`config.mk`:
```
export PLATFORM = sky130hd
export DESIGN_NAME = asr_receiver
export DESIGN_NICKNAME = d
export VERILOG_FILES = /design/src/asr_receiver.v
export VERILOG_INCLUDE_DIRS = /design/src /design/src/src
export SDC_FILE = /design/constraint.sdc
export NUM_CORES = 1
export LEC_CHECK = 0
export ABC_AREA = 0
export BUFFER_PORTS_ARGS = -buffer_cell sky130_fd_sc_hd__buf_4
export CAP_MARGIN = 10
export CELL_PAD_IN_SITES_DETAIL_PLACEMENT = 0
export CELL_PAD_IN_SITES_GLOBAL_PLACEMENT = 1
export CORE_ASPECT_RATIO = 0.8
export CORE_UTILIZATION = 43
export DETAILED_ROUTE_END_ITERATION = 10
export HOLD_SLACK_MARGIN = 0.03
export PLACE_DENSITY = 0.79
export SKIP_LAST_GASP = 1
export SLEW_MARGIN = 10
export SYNTH_ARGS = -nofsm -noshare
export SYNTH_HDL_FRONTEND = slang
export SYNTH_SLANG_ARGS = --single-unit
```
`constraint.sdc`:
```
create_clock -name aclk -period 2.86 [get_ports aclk]
set_clock_uncertainty 0.2 [all_clocks]
set_input_delay 0.143 -clock aclk [delete_from_list [all_inputs] [get_ports aclk]]
set_output_delay 0.143 -clock aclk [all_outputs]
set_load 0.005 [all_outputs]
```
`src/asr_defs.vh`:
```
// Constants for the asynchronous serial receiver: offsets, bit positions, resets, timing.
`ifndef ASR_DEFS_VH
`define ASR_DEFS_VH

// Register byte offsets on the AXI4-Lite bus.
`define ASR_OFF_BAUD_CONTROL 8'h00
`define ASR_OFF_RX_STATUS_CONTROL 8'h04
`define ASR_OFF_DIVISOR_LOW 8'h08
`define ASR_OFF_DIVISOR_HIGH 8'h0C
`define ASR_OFF_TX_STATUS_CONTROL 8'h10
`define ASR_OFF_RX_DATA 8'h14
`define ASR_OFF_FLAG_ONE 8'h18
`define ASR_OFF_ENABLE_ONE 8'h1C
`define ASR_OFF_INT_CONTROL 8'h20
`define ASR_OFF_EVENT_STATUS 8'h24
`define ASR_OFF_EVENT_MASK 8'h28

// Baud control bit positions.
`define ASR_BC_IDLE 6
`define ASR_BC_WIDE 3
// Receive status and control bit positions.
`define ASR_RS_SERIAL_PORT_ENABLE 7
`define ASR_RS_NINE 6
`define ASR_RS_CONTINUOUS_RECEIVE_ENABLE 4
`define ASR_RS_FRAMING_ERROR 2
`define ASR_RS_OVERRUN_ERROR 1
`define ASR_RS_NINTH 0
// Transmit status and control bit positions.
`define ASR_TS_SYNC 4
`define ASR_TS_HIGH 2
`define ASR_TS_EMPTY 1
// Interrupt bits.
`define ASR_FLAG_RECEIVE_INTERRUPT_FLAG 0
`define ASR_EN_RECEIVE_INTERRUPT_ENABLE 0
`define ASR_IC_GIE 7
`define ASR_IC_PERIPHERAL_INTERRUPT_ENABLE 6
`define ASR_EV_CHAR 0
`define ASR_EV_FRAME 1
`define ASR_EV_OVR 2

// Writable masks and reset values.
`define ASR_BC_WMASK 8'h1B
`define ASR_RS_WMASK 8'hF8
`define ASR_TS_WMASK 8'hFD
`define ASR_BC_RESET 8'h00
`define ASR_RS_RESET 8'h00
`define ASR_TS_RESET 8'h00
`define ASR_DIV_RESET 8'h00

// Timing: oversampling ratio, half bit point and vote ticks.
`define ASR_OVERSAMPLE 16
`define ASR_HALF_TICK 4'h7
`define ASR_VOTE_A 4'hD
`define ASR_VOTE_B 4'hE
`define ASR_VOTE_C 4'hF
`define ASR_SLOW_PRESCALE 2'h3

// AXI responses.
`define ASR_RESP_OKAY 2'b00
`define ASR_RESP_SLVERR 2'b10

`endif

```
`src/asr_receiver.v`:
```
// Asynchronous serial receiver with a two-entry FIFO behind an AXI4-Lite slave.
`timescale 1ns/1ps
`include "asr_defs.vh"

module asr_receiver (
  input wire aclk,
  input wire aresetn,
  input wire [7:0] s_axi_awaddr,
  input wire s_axi_awvalid,
  output reg s_axi_awready,
  input wire [31:0] s_axi_wdata,
  input wire [3:0] s_axi_wstrb,
  input wire s_axi_wvalid,
  output reg s_axi_wready,
  output reg [1:0] s_axi_bresp,
  output reg s_axi_bvalid,
  input wire s_axi_bready,
  input wire [7:0] s_axi_araddr,
  input wire s_axi_arvalid,
  output reg s_axi_arready,
  output reg [31:0] s_axi_rdata,
  output reg [1:0] s_axi_rresp,
  output reg s_axi_rvalid,
  input wire s_axi_rready,
  input wire receive_pin,
  output reg irq,
  output reg rx_int_request
);

  // Receiver states.
  localparam ST_IDLE = 2'd0;
  localparam ST_START = 2'd1;
  localparam ST_DATA = 2'd2;
  localparam ST_STOP = 2'd3;

  // Software registers.
  reg [7:0] baud_control_reg;
  reg [7:0] rx_ctrl_reg;
  reg [7:0] div_low_reg;
  reg [7:0] div_high_reg;
  reg [7:0] tx_ctrl_reg;
  reg receive_interrupt_enable_reg;
  reg gie_reg;
  reg peripheral_interrupt_enable_reg;
  reg [2:0] event_status_reg;
  reg [2:0] event_mask_reg;
  reg overrun_reg;

  // Pin synchroniser and edge history.
  reg pin_meta_reg;
  reg pin_sync_reg;
  reg pin_prev_reg;

  // Baud generator.
  reg [15:0] brg_cnt_reg;
  reg [1:0] pre_cnt_reg;
  reg samp_tick_reg;

  // Receive engine; the shift register is internal only.
  reg [1:0] state_reg;
  reg [3:0] tick_cnt_reg;
  reg [3:0] bit_cnt_reg;
  reg [8:0] shift_reg;
  reg vote_a_reg;
  reg vote_b_reg;
  reg push_reg;
  reg [9:0] push_data_reg;

  // FIFO of {framing error, ninth bit, data byte}; not mapped on the bus.
  reg [9:0] fifo_mem [0:1];
  reg rd_ptr_reg;
  reg [1:0] count_reg;

  // Derived control.
  wire rx_enable;
  wire wide_div;
  wire slow_rate;
  wire [15:0] divisor;
  wire bit_value;
  wire nine_bits;
  wire [3:0] last_bit;
  wire receive_interrupt_flag;
  wire wr_go;
  wire rd_go;
  wire pop;
  wire push_ok;
  wire [9:0] head;
  wire wr_idx;
  wire [7:0] wbyte;

  // Reception runs only with port on, async mode and continuous enable.
  // enable qualification
  assign rx_enable = rx_ctrl_reg[`ASR_RS_SERIAL_PORT_ENABLE] & rx_ctrl_reg[`ASR_RS_CONTINUOUS_RECEIVE_ENABLE]
                     & ~tx_ctrl_reg[`ASR_TS_SYNC];

  assign wide_div = baud_control_reg[`ASR_BC_WIDE];
  assign divisor = wide_div ? {div_high_reg, div_low_reg} : {8'h00, div_low_reg};
  // Only the 8-bit low-speed async mode gives a bit of 64 (n+1) clocks.
  assign slow_rate = ~wide_div & ~tx_ctrl_reg[`ASR_TS_HIGH];

  // Majority of three samples around the bit centre.
  assign bit_value = (vote_a_reg & vote_b_reg) | (vote_a_reg & pin_sync_reg)
                     | (vote_b_reg & pin_sync_reg);
  assign nine_bits = rx_ctrl_reg[`ASR_RS_NINE];
  assign last_bit = nine_bits ? 4'h8 : 4'h7;

  assign receive_interrupt_flag = rx_enable & (count_reg != 2'b00);

  assign head = fifo_mem[rd_ptr_reg];
  assign wr_idx = rd_ptr_reg ^ count_reg[0];
  assign wbyte = s_axi_wdata[7:0];

  // Write is taken once both address and data are offered.
  assign wr_go = s_axi_awvalid & s_axi_wvalid & ~s_axi_awready & ~s_axi_bvalid;
  assign rd_go = s_axi_arvalid & ~s_axi_arready & ~s_axi_rvalid;

  assign pop = rd_go & (s_axi_araddr == `ASR_OFF_RX_DATA) & (count_reg != 2'b00);

  assign push_ok = push_reg & ((count_reg != 2'b10) | pop);

  // Two-flop synchroniser; only the second flop feeds logic.
  always @(posedge aclk) begin
    if (!aresetn) begin
      pin_meta_reg <= 1'b1;
      pin_sync_reg <= 1'b1;
      pin_prev_reg <= 1'b1;
    end else begin
      pin_meta_reg <= receive_pin;
      pin_sync_reg <= pin_meta_reg;
      pin_prev_reg <= pin_sync_reg;
    end
  end

  // Baud generator: divisor counts n+1 clocks, slow mode adds a divide by four.
  // sixteen times oversampling tick
  always @(posedge aclk) begin
    if (!aresetn || !rx_enable) begin
      brg_cnt_reg <= 16'h0000;
      pre_cnt_reg <= 2'b00;
      samp_tick_reg <= 1'b0;
    end else if (brg_cnt_reg == 16'h0000) begin
      brg_cnt_reg <= divisor;
      if (!slow_rate || pre_cnt_reg == `ASR_SLOW_PRESCALE) begin
        pre_cnt_reg <= 2'b00;
        samp_tick_reg <= 1'b1;
      end else begin
        pre_cnt_reg <= pre_cnt_reg + 2'b01;
        samp_tick_reg <= 1'b0;
      end
    end else begin
      brg_cnt_reg <= brg_cnt_reg - 16'h0001;
      samp_tick_reg <= 1'b0;
    end
  end

  // Receive engine. The tick counter runs 0..15 per bit, so one bit is 16 ticks.
  always @(posedge aclk) begin
    if (!aresetn || !rx_enable) begin
      state_reg <= ST_IDLE;
      tick_cnt_reg <= 4'h0;
      bit_cnt_reg <= 4'h0;
      shift_reg <= 9'h000;
      vote_a_reg <= 1'b1;
      vote_b_reg <= 1'b1;
      push_reg <= 1'b0;
      push_data_reg <= 10'h000;
    end else begin
      push_reg <= 1'b0;
      case (state_reg)
        ST_IDLE: begin
          if (!overrun_reg && pin_prev_reg && !pin_sync_reg) begin
            state_reg <= ST_START;
            tick_cnt_reg <= 4'h0;
          end
        end
        ST_START: begin
          if (samp_tick_reg) begin
            if (tick_cnt_reg == `ASR_HALF_TICK) begin
              tick_cnt_reg <= 4'h0;
              bit_cnt_reg <= 4'h0;
              if (pin_sync_reg) begin
                state_reg <= ST_IDLE;
              end else begin
                state_reg <= ST_DATA;
              end
            end else begin
              tick_cnt_reg <= tick_cnt_reg + 4'h1;
            end
          end
        end
        ST_DATA, ST_STOP: begin
          if (samp_tick_reg) begin
            tick_cnt_reg <= tick_cnt_reg + 4'h1;
            if (tick_cnt_reg == `ASR_VOTE_A) begin
              vote_a_reg <= pin_sync_reg;
            end
            if (tick_cnt_reg == `ASR_VOTE_B) begin
              vote_b_reg <= pin_sync_reg;
            end
            if (tick_cnt_reg == `ASR_VOTE_C && state_reg == ST_DATA) begin
              shift_reg <= {bit_value, shift_reg[8:1]};
              bit_cnt_reg <= bit_cnt_reg + 4'h1;
              if (bit_cnt_reg == last_bit) begin
                state_reg <= ST_STOP;
              end
            end else if (tick_cnt_reg == `ASR_VOTE_C) begin
              push_reg <= 1'b1;
              if (nine_bits) begin
                push_data_reg <= {~bit_value, shift_reg};
              end else begin
                push_data_reg <= {~bit_value, 1'b0, shift_reg[8:1]};
              end
              state_reg <= ST_IDLE;
            end
          end
        end
        default: begin
          state_reg <= ST_IDLE;
        end
      endcase
    end
  end

  // FIFO storage; a pop and a push in the same cycle both happen.
  always @(posedge aclk) begin
    if (push_ok) begin
      // With two held, a same-cycle pop frees the head slot that wr_idx names.
      fifo_mem[wr_idx] <= push_data_reg;
    end
  end

  // FIFO pointers and the overrun latch, cleared with the receiver.
  always @(posedge aclk) begin
    if (!aresetn || !rx_enable) begin
      rd_ptr_reg <= 1'b0;
      count_reg <= 2'b00;
      overrun_reg <= 1'b0;
    end else begin
      if (pop) begin
        rd_ptr_reg <= ~rd_ptr_reg;
      end
      if (push_ok && !pop) begin
        count_reg <= count_reg + 2'b01;
      end else if (pop && !push_ok) begin
        count_reg <= count_reg - 2'b01;
      end
      if (push_reg && !push_ok) begin
        overrun_reg <= 1'b1;
      end
    end
  end

  // Register writes, write handshake and response.
  always @(posedge aclk) begin
    if (!aresetn) begin
      baud_control_reg <= `ASR_BC_RESET;
      rx_ctrl_reg <= `ASR_RS_RESET;
      tx_ctrl_reg <= `ASR_TS_RESET;
      div_low_reg <= `ASR_DIV_RESET;
      div_high_reg <= `ASR_DIV_RESET;
      receive_interrupt_enable_reg <= 1'b0;
      gie_reg <= 1'b0;
      peripheral_interrupt_enable_reg <= 1'b0;
      event_mask_reg <= 3'b000;
      s_axi_awready <= 1'b0;
      s_axi_wready <= 1'b0;
      s_axi_bvalid <= 1'b0;
      s_axi_bresp <= `ASR_RESP_OKAY;
    end else begin
      s_axi_awready <= wr_go;
      s_axi_wready <= wr_go;
      if (s_axi_bvalid && s_axi_bready) begin
        s_axi_bvalid <= 1'b0;
      end
      if (wr_go) begin
        s_axi_bvalid <= 1'b1;
        s_axi_bresp <= `ASR_RESP_OKAY;
        // Only byte lane 0 carries data; other lanes are ignored.
        if (s_axi_wstrb[0]) begin
          case (s_axi_awaddr)
            `ASR_OFF_BAUD_CONTROL: begin
              baud_control_reg <= wbyte & `ASR_BC_WMASK;
            end
            `ASR_OFF_RX_STATUS_CONTROL: begin
              rx_ctrl_reg <= wbyte & `ASR_RS_WMASK;
            end
            `ASR_OFF_DIVISOR_LOW: begin
              div_low_reg <= wbyte;
            end
            `ASR_OFF_DIVISOR_HIGH: begin
              div_high_reg <= wbyte;
            end
            `ASR_OFF_TX_STATUS_CONTROL: begin
              tx_ctrl_reg <= wbyte & `ASR_TS_WMASK;
            end
            `ASR_OFF_ENABLE_ONE: begin
              receive_interrupt_enable_reg <= wbyte[`ASR_EN_RECEIVE_INTERRUPT_ENABLE];
            end
            `ASR_OFF_INT_CONTROL: begin
              gie_reg <= wbyte[`ASR_IC_GIE];
              peripheral_interrupt_enable_reg <= wbyte[`ASR_IC_PERIPHERAL_INTERRUPT_ENABLE];
            end
            `ASR_OFF_EVENT_MASK: begin
              event_mask_reg <= wbyte[2:0];
            end
            // Read-only and clear-by-one registers are handled elsewhere.
            `ASR_OFF_RX_DATA, `ASR_OFF_FLAG_ONE, `ASR_OFF_EVENT_STATUS: begin
            end
            default: begin
              s_axi_bresp <= `ASR_RESP_SLVERR;
            end
          endcase
        end else if (s_axi_awaddr > `ASR_OFF_EVENT_MASK || s_axi_awaddr[1:0] != 2'b00) begin
          s_axi_bresp <= `ASR_RESP_SLVERR;
        end
      end
    end
  end

  // Sticky event bits: set wins over a write-one-to-clear in the same cycle.
  always @(posedge aclk) begin
    if (!aresetn) begin
      event_status_reg <= 3'b000;
    end else begin
      if (wr_go && s_axi_wstrb[0] && s_axi_awaddr == `ASR_OFF_EVENT_STATUS) begin
        event_status_reg <= event_status_reg & ~wbyte[2:0];
      end
      if (push_ok) begin
        event_status_reg[`ASR_EV_CHAR] <= 1'b1;
      end
      if (push_ok && push_data_reg[9]) begin
        event_status_reg[`ASR_EV_FRAME] <= 1'b1;
      end
      if (push_reg && !push_ok) begin
        event_status_reg[`ASR_EV_OVR] <= 1'b1;
      end
    end
  end

  // Read channel; the FIFO data byte is only reachable through the data register.
  // no direct FIFO access
  always @(posedge aclk) begin
    if (!aresetn) begin
      s_axi_arready <= 1'b0;
      s_axi_rvalid <= 1'b0;
      s_axi_rdata <= 32'h0000_0000;
      s_axi_rresp <= `ASR_RESP_OKAY;
    end else begin
      s_axi_arready <= rd_go;
      if (s_axi_rvalid && s_axi_rready) begin
        s_axi_rvalid <= 1'b0;
      end
      if (rd_go) begin
        s_axi_rvalid <= 1'b1;
        s_axi_rresp <= `ASR_RESP_OKAY;
        s_axi_rdata <= 32'h0000_0000;
        case (s_axi_araddr)
          `ASR_OFF_BAUD_CONTROL: begin
            s_axi_rdata[7:0] <= baud_control_reg;
            s_axi_rdata[`ASR_BC_IDLE] <= (state_reg == ST_IDLE);
          end
          `ASR_OFF_RX_STATUS_CONTROL: begin
            // Framing and ninth bit describe the oldest unread character.
            s_axi_rdata[7:0] <= rx_ctrl_reg;
            s_axi_rdata[`ASR_RS_FRAMING_ERROR] <= (count_reg != 2'b00) & head[9];
            s_axi_rdata[`ASR_RS_OVERRUN_ERROR] <= overrun_reg;
            s_axi_rdata[`ASR_RS_NINTH] <= (count_reg != 2'b00) & head[8];
          end
          `ASR_OFF_DIVISOR_LOW: begin
            s_axi_rdata[7:0] <= div_low_reg;
          end
          `ASR_OFF_DIVISOR_HIGH: begin
            s_axi_rdata[7:0] <= div_high_reg;
          end
          `ASR_OFF_TX_STATUS_CONTROL: begin
            // No transmitter here, so its shift register always reads empty.
            s_axi_rdata[7:0] <= tx_ctrl_reg;
            s_axi_rdata[`ASR_TS_EMPTY] <= 1'b1;
          end
          `ASR_OFF_RX_DATA: begin
            if (count_reg != 2'b00) begin
              s_axi_rdata[7:0] <= head[7:0];
            end
          end
          `ASR_OFF_FLAG_ONE: begin
            s_axi_rdata[`ASR_FLAG_RECEIVE_INTERRUPT_FLAG] <= receive_interrupt_flag;
          end
          `ASR_OFF_ENABLE_ONE: begin
            s_axi_rdata[`ASR_EN_RECEIVE_INTERRUPT_ENABLE] <= receive_interrupt_enable_reg;
          end
          `ASR_OFF_INT_CONTROL: begin
            s_axi_rdata[`ASR_IC_GIE] <= gie_reg;
            s_axi_rdata[`ASR_IC_PERIPHERAL_INTERRUPT_ENABLE] <= peripheral_interrupt_enable_reg;
          end
          `ASR_OFF_EVENT_STATUS: begin
            s_axi_rdata[2:0] <= event_status_reg;
          end
          `ASR_OFF_EVENT_MASK: begin
            s_axi_rdata[2:0] <= event_mask_reg;
          end
          default: begin
            s_axi_rresp <= `ASR_RESP_SLVERR;
          end
        endcase
      end
    end
  end

  // Interrupt outputs, both registered so they never glitch.
  always @(posedge aclk) begin
    if (!aresetn) begin
      irq <= 1'b0;
      rx_int_request <= 1'b0;
    end else begin
      irq <= |(event_status_reg & event_mask_reg);
      rx_int_request <= receive_interrupt_flag & receive_interrupt_enable_reg & peripheral_interrupt_enable_reg & gie_reg;
    end
  end

endmodule

```
==> summary.md <==
| Metric | Value |
|---|---|
| Outcome | `finished, violations left` |
| Failing checks | `design-rule violations` |
| Total CTS buffers | `17` |
| Internal | `between 0.003 and 0.004 W` |
| Starting Density | `approximately 44%` |
| Seq pwr share | `45.2%` |
| Final nets | `between 800 and 900` |
| Post-synth EDFFs | `20` |
| Overall die width | `138 um` |
| Setup TNS | `0 ns` |
| Total GRT Usage | `22.2%` |
| Post-synthesis sequential area ratio | `45.8%` |
| Clock Path Buffers | `2` |
| Pin count of the biggest net entering global routing | `49` |
| Reg2reg path depth | `8` |
| TritonCTS clock tree | `yes` |
| RSZ-0062 raised after global routing | `false` |
| Comb pwr share | `a little under 5%` |
| Max Slew Vio Count | `0` |
| CTS H-tree depth | `4` |
| CP Max Fanout | `4` |
| Final wirelength | `roughly 16000 um` |
| Initial antenna violation count | `0` |
| Post-CTS Resized | `0` |
| Hold Path Depth | `5` |
| Measured slew at the worst slew-check pin | `~1.1 ns` |
| Via density | `5.63` |
| Gr ovfl total | `0` |
| I/O pins | `between 100 and 150` |
| Crit path capture type | `flop` |
| Non-Filler Instances | `952` |
| # rows | `39` |
| Worst min-delay path category | `input port to flop` |
| # port buffers | `49` |
| Syn. warnings | `0` |
| Synth async-reset ratio | `0%` |
| DP Cell Count | `~890` |
| Fmax | `382 MHz` |
| Synth Register Bits | `~140` |
| Syn Inst Count | `roughly 680` |
| Maxcap violations | `0` |
| Synthesized area | `about 6400 um2` |
| Final hold vios | `0` |
| Worst hold margin | `between 0.04 and 0.05 ns` |
| Worst Path Required | `just over 3 ns` |
| Total die area | `15300 um2` |
| Worst-path clk slew | `around 0.06 ns` |
| Iter 0 DRT Violations | `~430` |
| Sw Ratio | `between 20 and 25%` |
| Library cells used by synthesis | `70` |
| Area delta synth->final | `20.4%` |
| # DRC | `4` |
| Antenna diodes | `0` |
| Power Density | `about 560 nW/um2` |
| NetSw | `0.00105 W` |
| Tcrit/Tclk final | `between 90% and 100%` |
| Core Box Area | `14400 um2` |
| Critical path arrival | `2.79 ns` |
| Sink Count | `136` |
| DPL Wire Length | `roughly 11000 um` |
| Finished Core Util | `53.3%` |
| Final setup fails | `0` |
| Final Wtd Congestion | `around 0.84` |
| Pleak | `around 2.9 nW` |
| Vias | `5359` |
| Mapped Avg Cell Area | `~9.3 um2` |
| Post-CTS Setup Bufs | `0` |
| Antenna Violating Nets Remaining | `0` |
| First-pass GRT wire length | `26300 um` |
| Worst-Skew Late Latency | `around 0.43 ns` |
| Number of global-route vias before repair | `between 5k and 6k` |
| Die H | `111 um` |
| Share of layout cells above drive strength 1 | `~17%` |
| Number of flip-flops in the largest register | `20` |
| Post-route setup slack | `~0.24 ns` |
| DP Worst Slack | `0.465 ns` |
| Clock root buffer | `clkbuf_16` |
| Period minus WS final | `~2.6 ns` |
| Max-slew headroom | `between 20 and 30%` |
| Clock power share | `between 40% and 50%` |
| Nature of the critical path startpoint | `input port` |
| Max IR drop VDD | `between 400 and 500 uV` |
| Primary FF master, synth | `dfxtp_1` |
| DR WL/cell | `about 17 um` |
| First drt pass iteration count | `8` |
| Critical path type | `input port to flop` |
area by class of cell:
| cell class | instances | area [um2] |
|---|---|---|
| clock inverter | 15 | 155 |
| timing repair buffer | 92 | 761 |
| inverter | 14 | 52.6 |
| sequential | 136 | 2920 |
| clock buffer | 17 | 425 |
| multi-input combinational | 494 | 3130 |
| tap | 184 | 230 |
| fill | 1282 | 6720 |
worst max-delay path: stages:
cell and delay [ns]:
dlygate4sd3_1 0.54, buf_4 0.15, nor4b_1 0.54, nand2_1 0.22, o22ai_1 0.21, a311oi_1 0.07
o41ai_1 0.32, dlygate4sd3_1 0.59
kinds of logic (layout without fill, tap and decap cells):
group	Yosys count	after routing	share of synthesized area [%]
DFF	136	136	45.8
adders and majority gates	8	8	1.53
other	1	26	0.0588
buffers and inverters	78	138	6.54
and+or+nand+nor	247	247	20.0
AOI/OAI and AO/OA	146	146	14.9
muxes	52	52	9.09
xor gates and xnor gates	15	15	2.06
cell usage in the layout (no fill, tap or decap), types with 6 or more instances in the layout:
| cell type | Yosys | routed |
|---|---|---|
| a211oi_1 | 9 | 9 |
| a21oi_1 | 44 | 44 |
| a22oi_1 | 6 | 6 |
| buf_4 | 27 | 64 |
| clkbuf_16 | 0 | 17 |
| conb_1 | 1 | 26 |
| dfxtp_1 | 116 | 116 |
| dlygate4sd3_1 | 0 | 28 |
| edfxtp_1 | 20 | 20 |
| ha_1 | 7 | 7 |
| inv_1 | 13 | 13 |
| inv_6 | 0 | 7 |
| mux2_2 | 7 | 7 |
| mux2i_1 | 41 | 41 |
| nand2_1 | 59 | 59 |
| nand2b_1 | 7 | 7 |
| nand3_1 | 32 | 32 |
| nor2_1 | 72 | 72 |
| nor3_1 | 16 | 16 |
| o21ai_0 | 40 | 40 |
| o31ai_1 | 7 | 7 |
| or3_1 | 9 | 9 |
| xnor2_1 | 8 | 8 |
| xor2_1 | 7 | 7 |
metrics by stage:
step,cell area [um2],power (W)
final,7680,0.00433
after global routing,7680,0.00447
after CTS,7680,0.00435
after floorplan,6470,0.00210
after global placement,6820,0.00217
after detailed placement,6820,0.00217
power groups by stage:
stage	clock network, W	logic [W]	registers (W)
2_1_floorplan	0	0.000110	0.00199
3_3_place_gp	0	0.000175	0.00200
3_5_place_dp	0	0.000177	0.00200
4_1_cts	0.00219	0.000206	0.00195
5_1_grt	0.00229	0.000228	0.00196
6_report	0.00216	0.000211	0.00195
path summary, 6_finish.rpt:
path | slack, ns | startpoint | end
hold / removal | 0.04 | s_axi_wstrb[0] | s_axi_bresp[1]$_SDFFE_PN0N_
setup / recovery | 0.24 | s_axi_araddr[7] | s_axi_rdata[2]$_SDFFE_PN0N_
hold reg to reg | 0.22 | pin_meta_reg$_SDFF_PN1_ | pin_sync_reg$_SDFF_PN1_
setup reg to reg | 0.43 | brg_cnt_reg[0]$_SDFF_PP0_ | brg_cnt_reg[11]$_SDFF_PP0_
cells in the mapped netlist, drive strengths merged, types with 3 or more instances:
cell	number	area, um2
mux2i	41	410
nand3	32	160
nand2b	7	43.8
and3	4	25.0
nor2	73	277
o21ai	40	200
ha	7	87.6
nand2	59	221
or2	4	25.0
a21oi	44	220
a22oi	6	45.0
o31ai	7	52.6
dfxtp	116	2320
or3	9	56.3
a32oi	3	26.3
a31oi	5	31.3
clkbuf	27	101
a311oi	5	62.6
edfxtp	20	601
nor4b	3	32.5
mux2	7	78.8
and4	3	26.3
xor2	7	61.3
or4	4	30.0
a211oi	13	118
inv	14	52.6
xnor2	8	70.1
mux4	4	90.1
o22ai	3	18.8
nor3	17	90.1
buf	37	263
o21a	3	22.5
nand4	5	31.3
and2	5	31.3
nand3b	4	30.0
nor4	7	86.3
nor2b	3	18.8
metal layers:
layer / GRT usage, % / share of wire, % / vias up
met2: 33.2 / 43 / 158
met5: 0 / 0 / -
met4: 8.76 / 2.3 / 0
li1: - / - / 2564
met3: 4.75 / 4.8 / 34
met1: 31.2 / 49 / 2603
what timing repair did:
item	CTS	global route
hold endpoints to repair	57	0
endpoints found under the setup margin	0	0
hold buffers	28	0
Note: power is estimated with default switching activity, not from simulation.
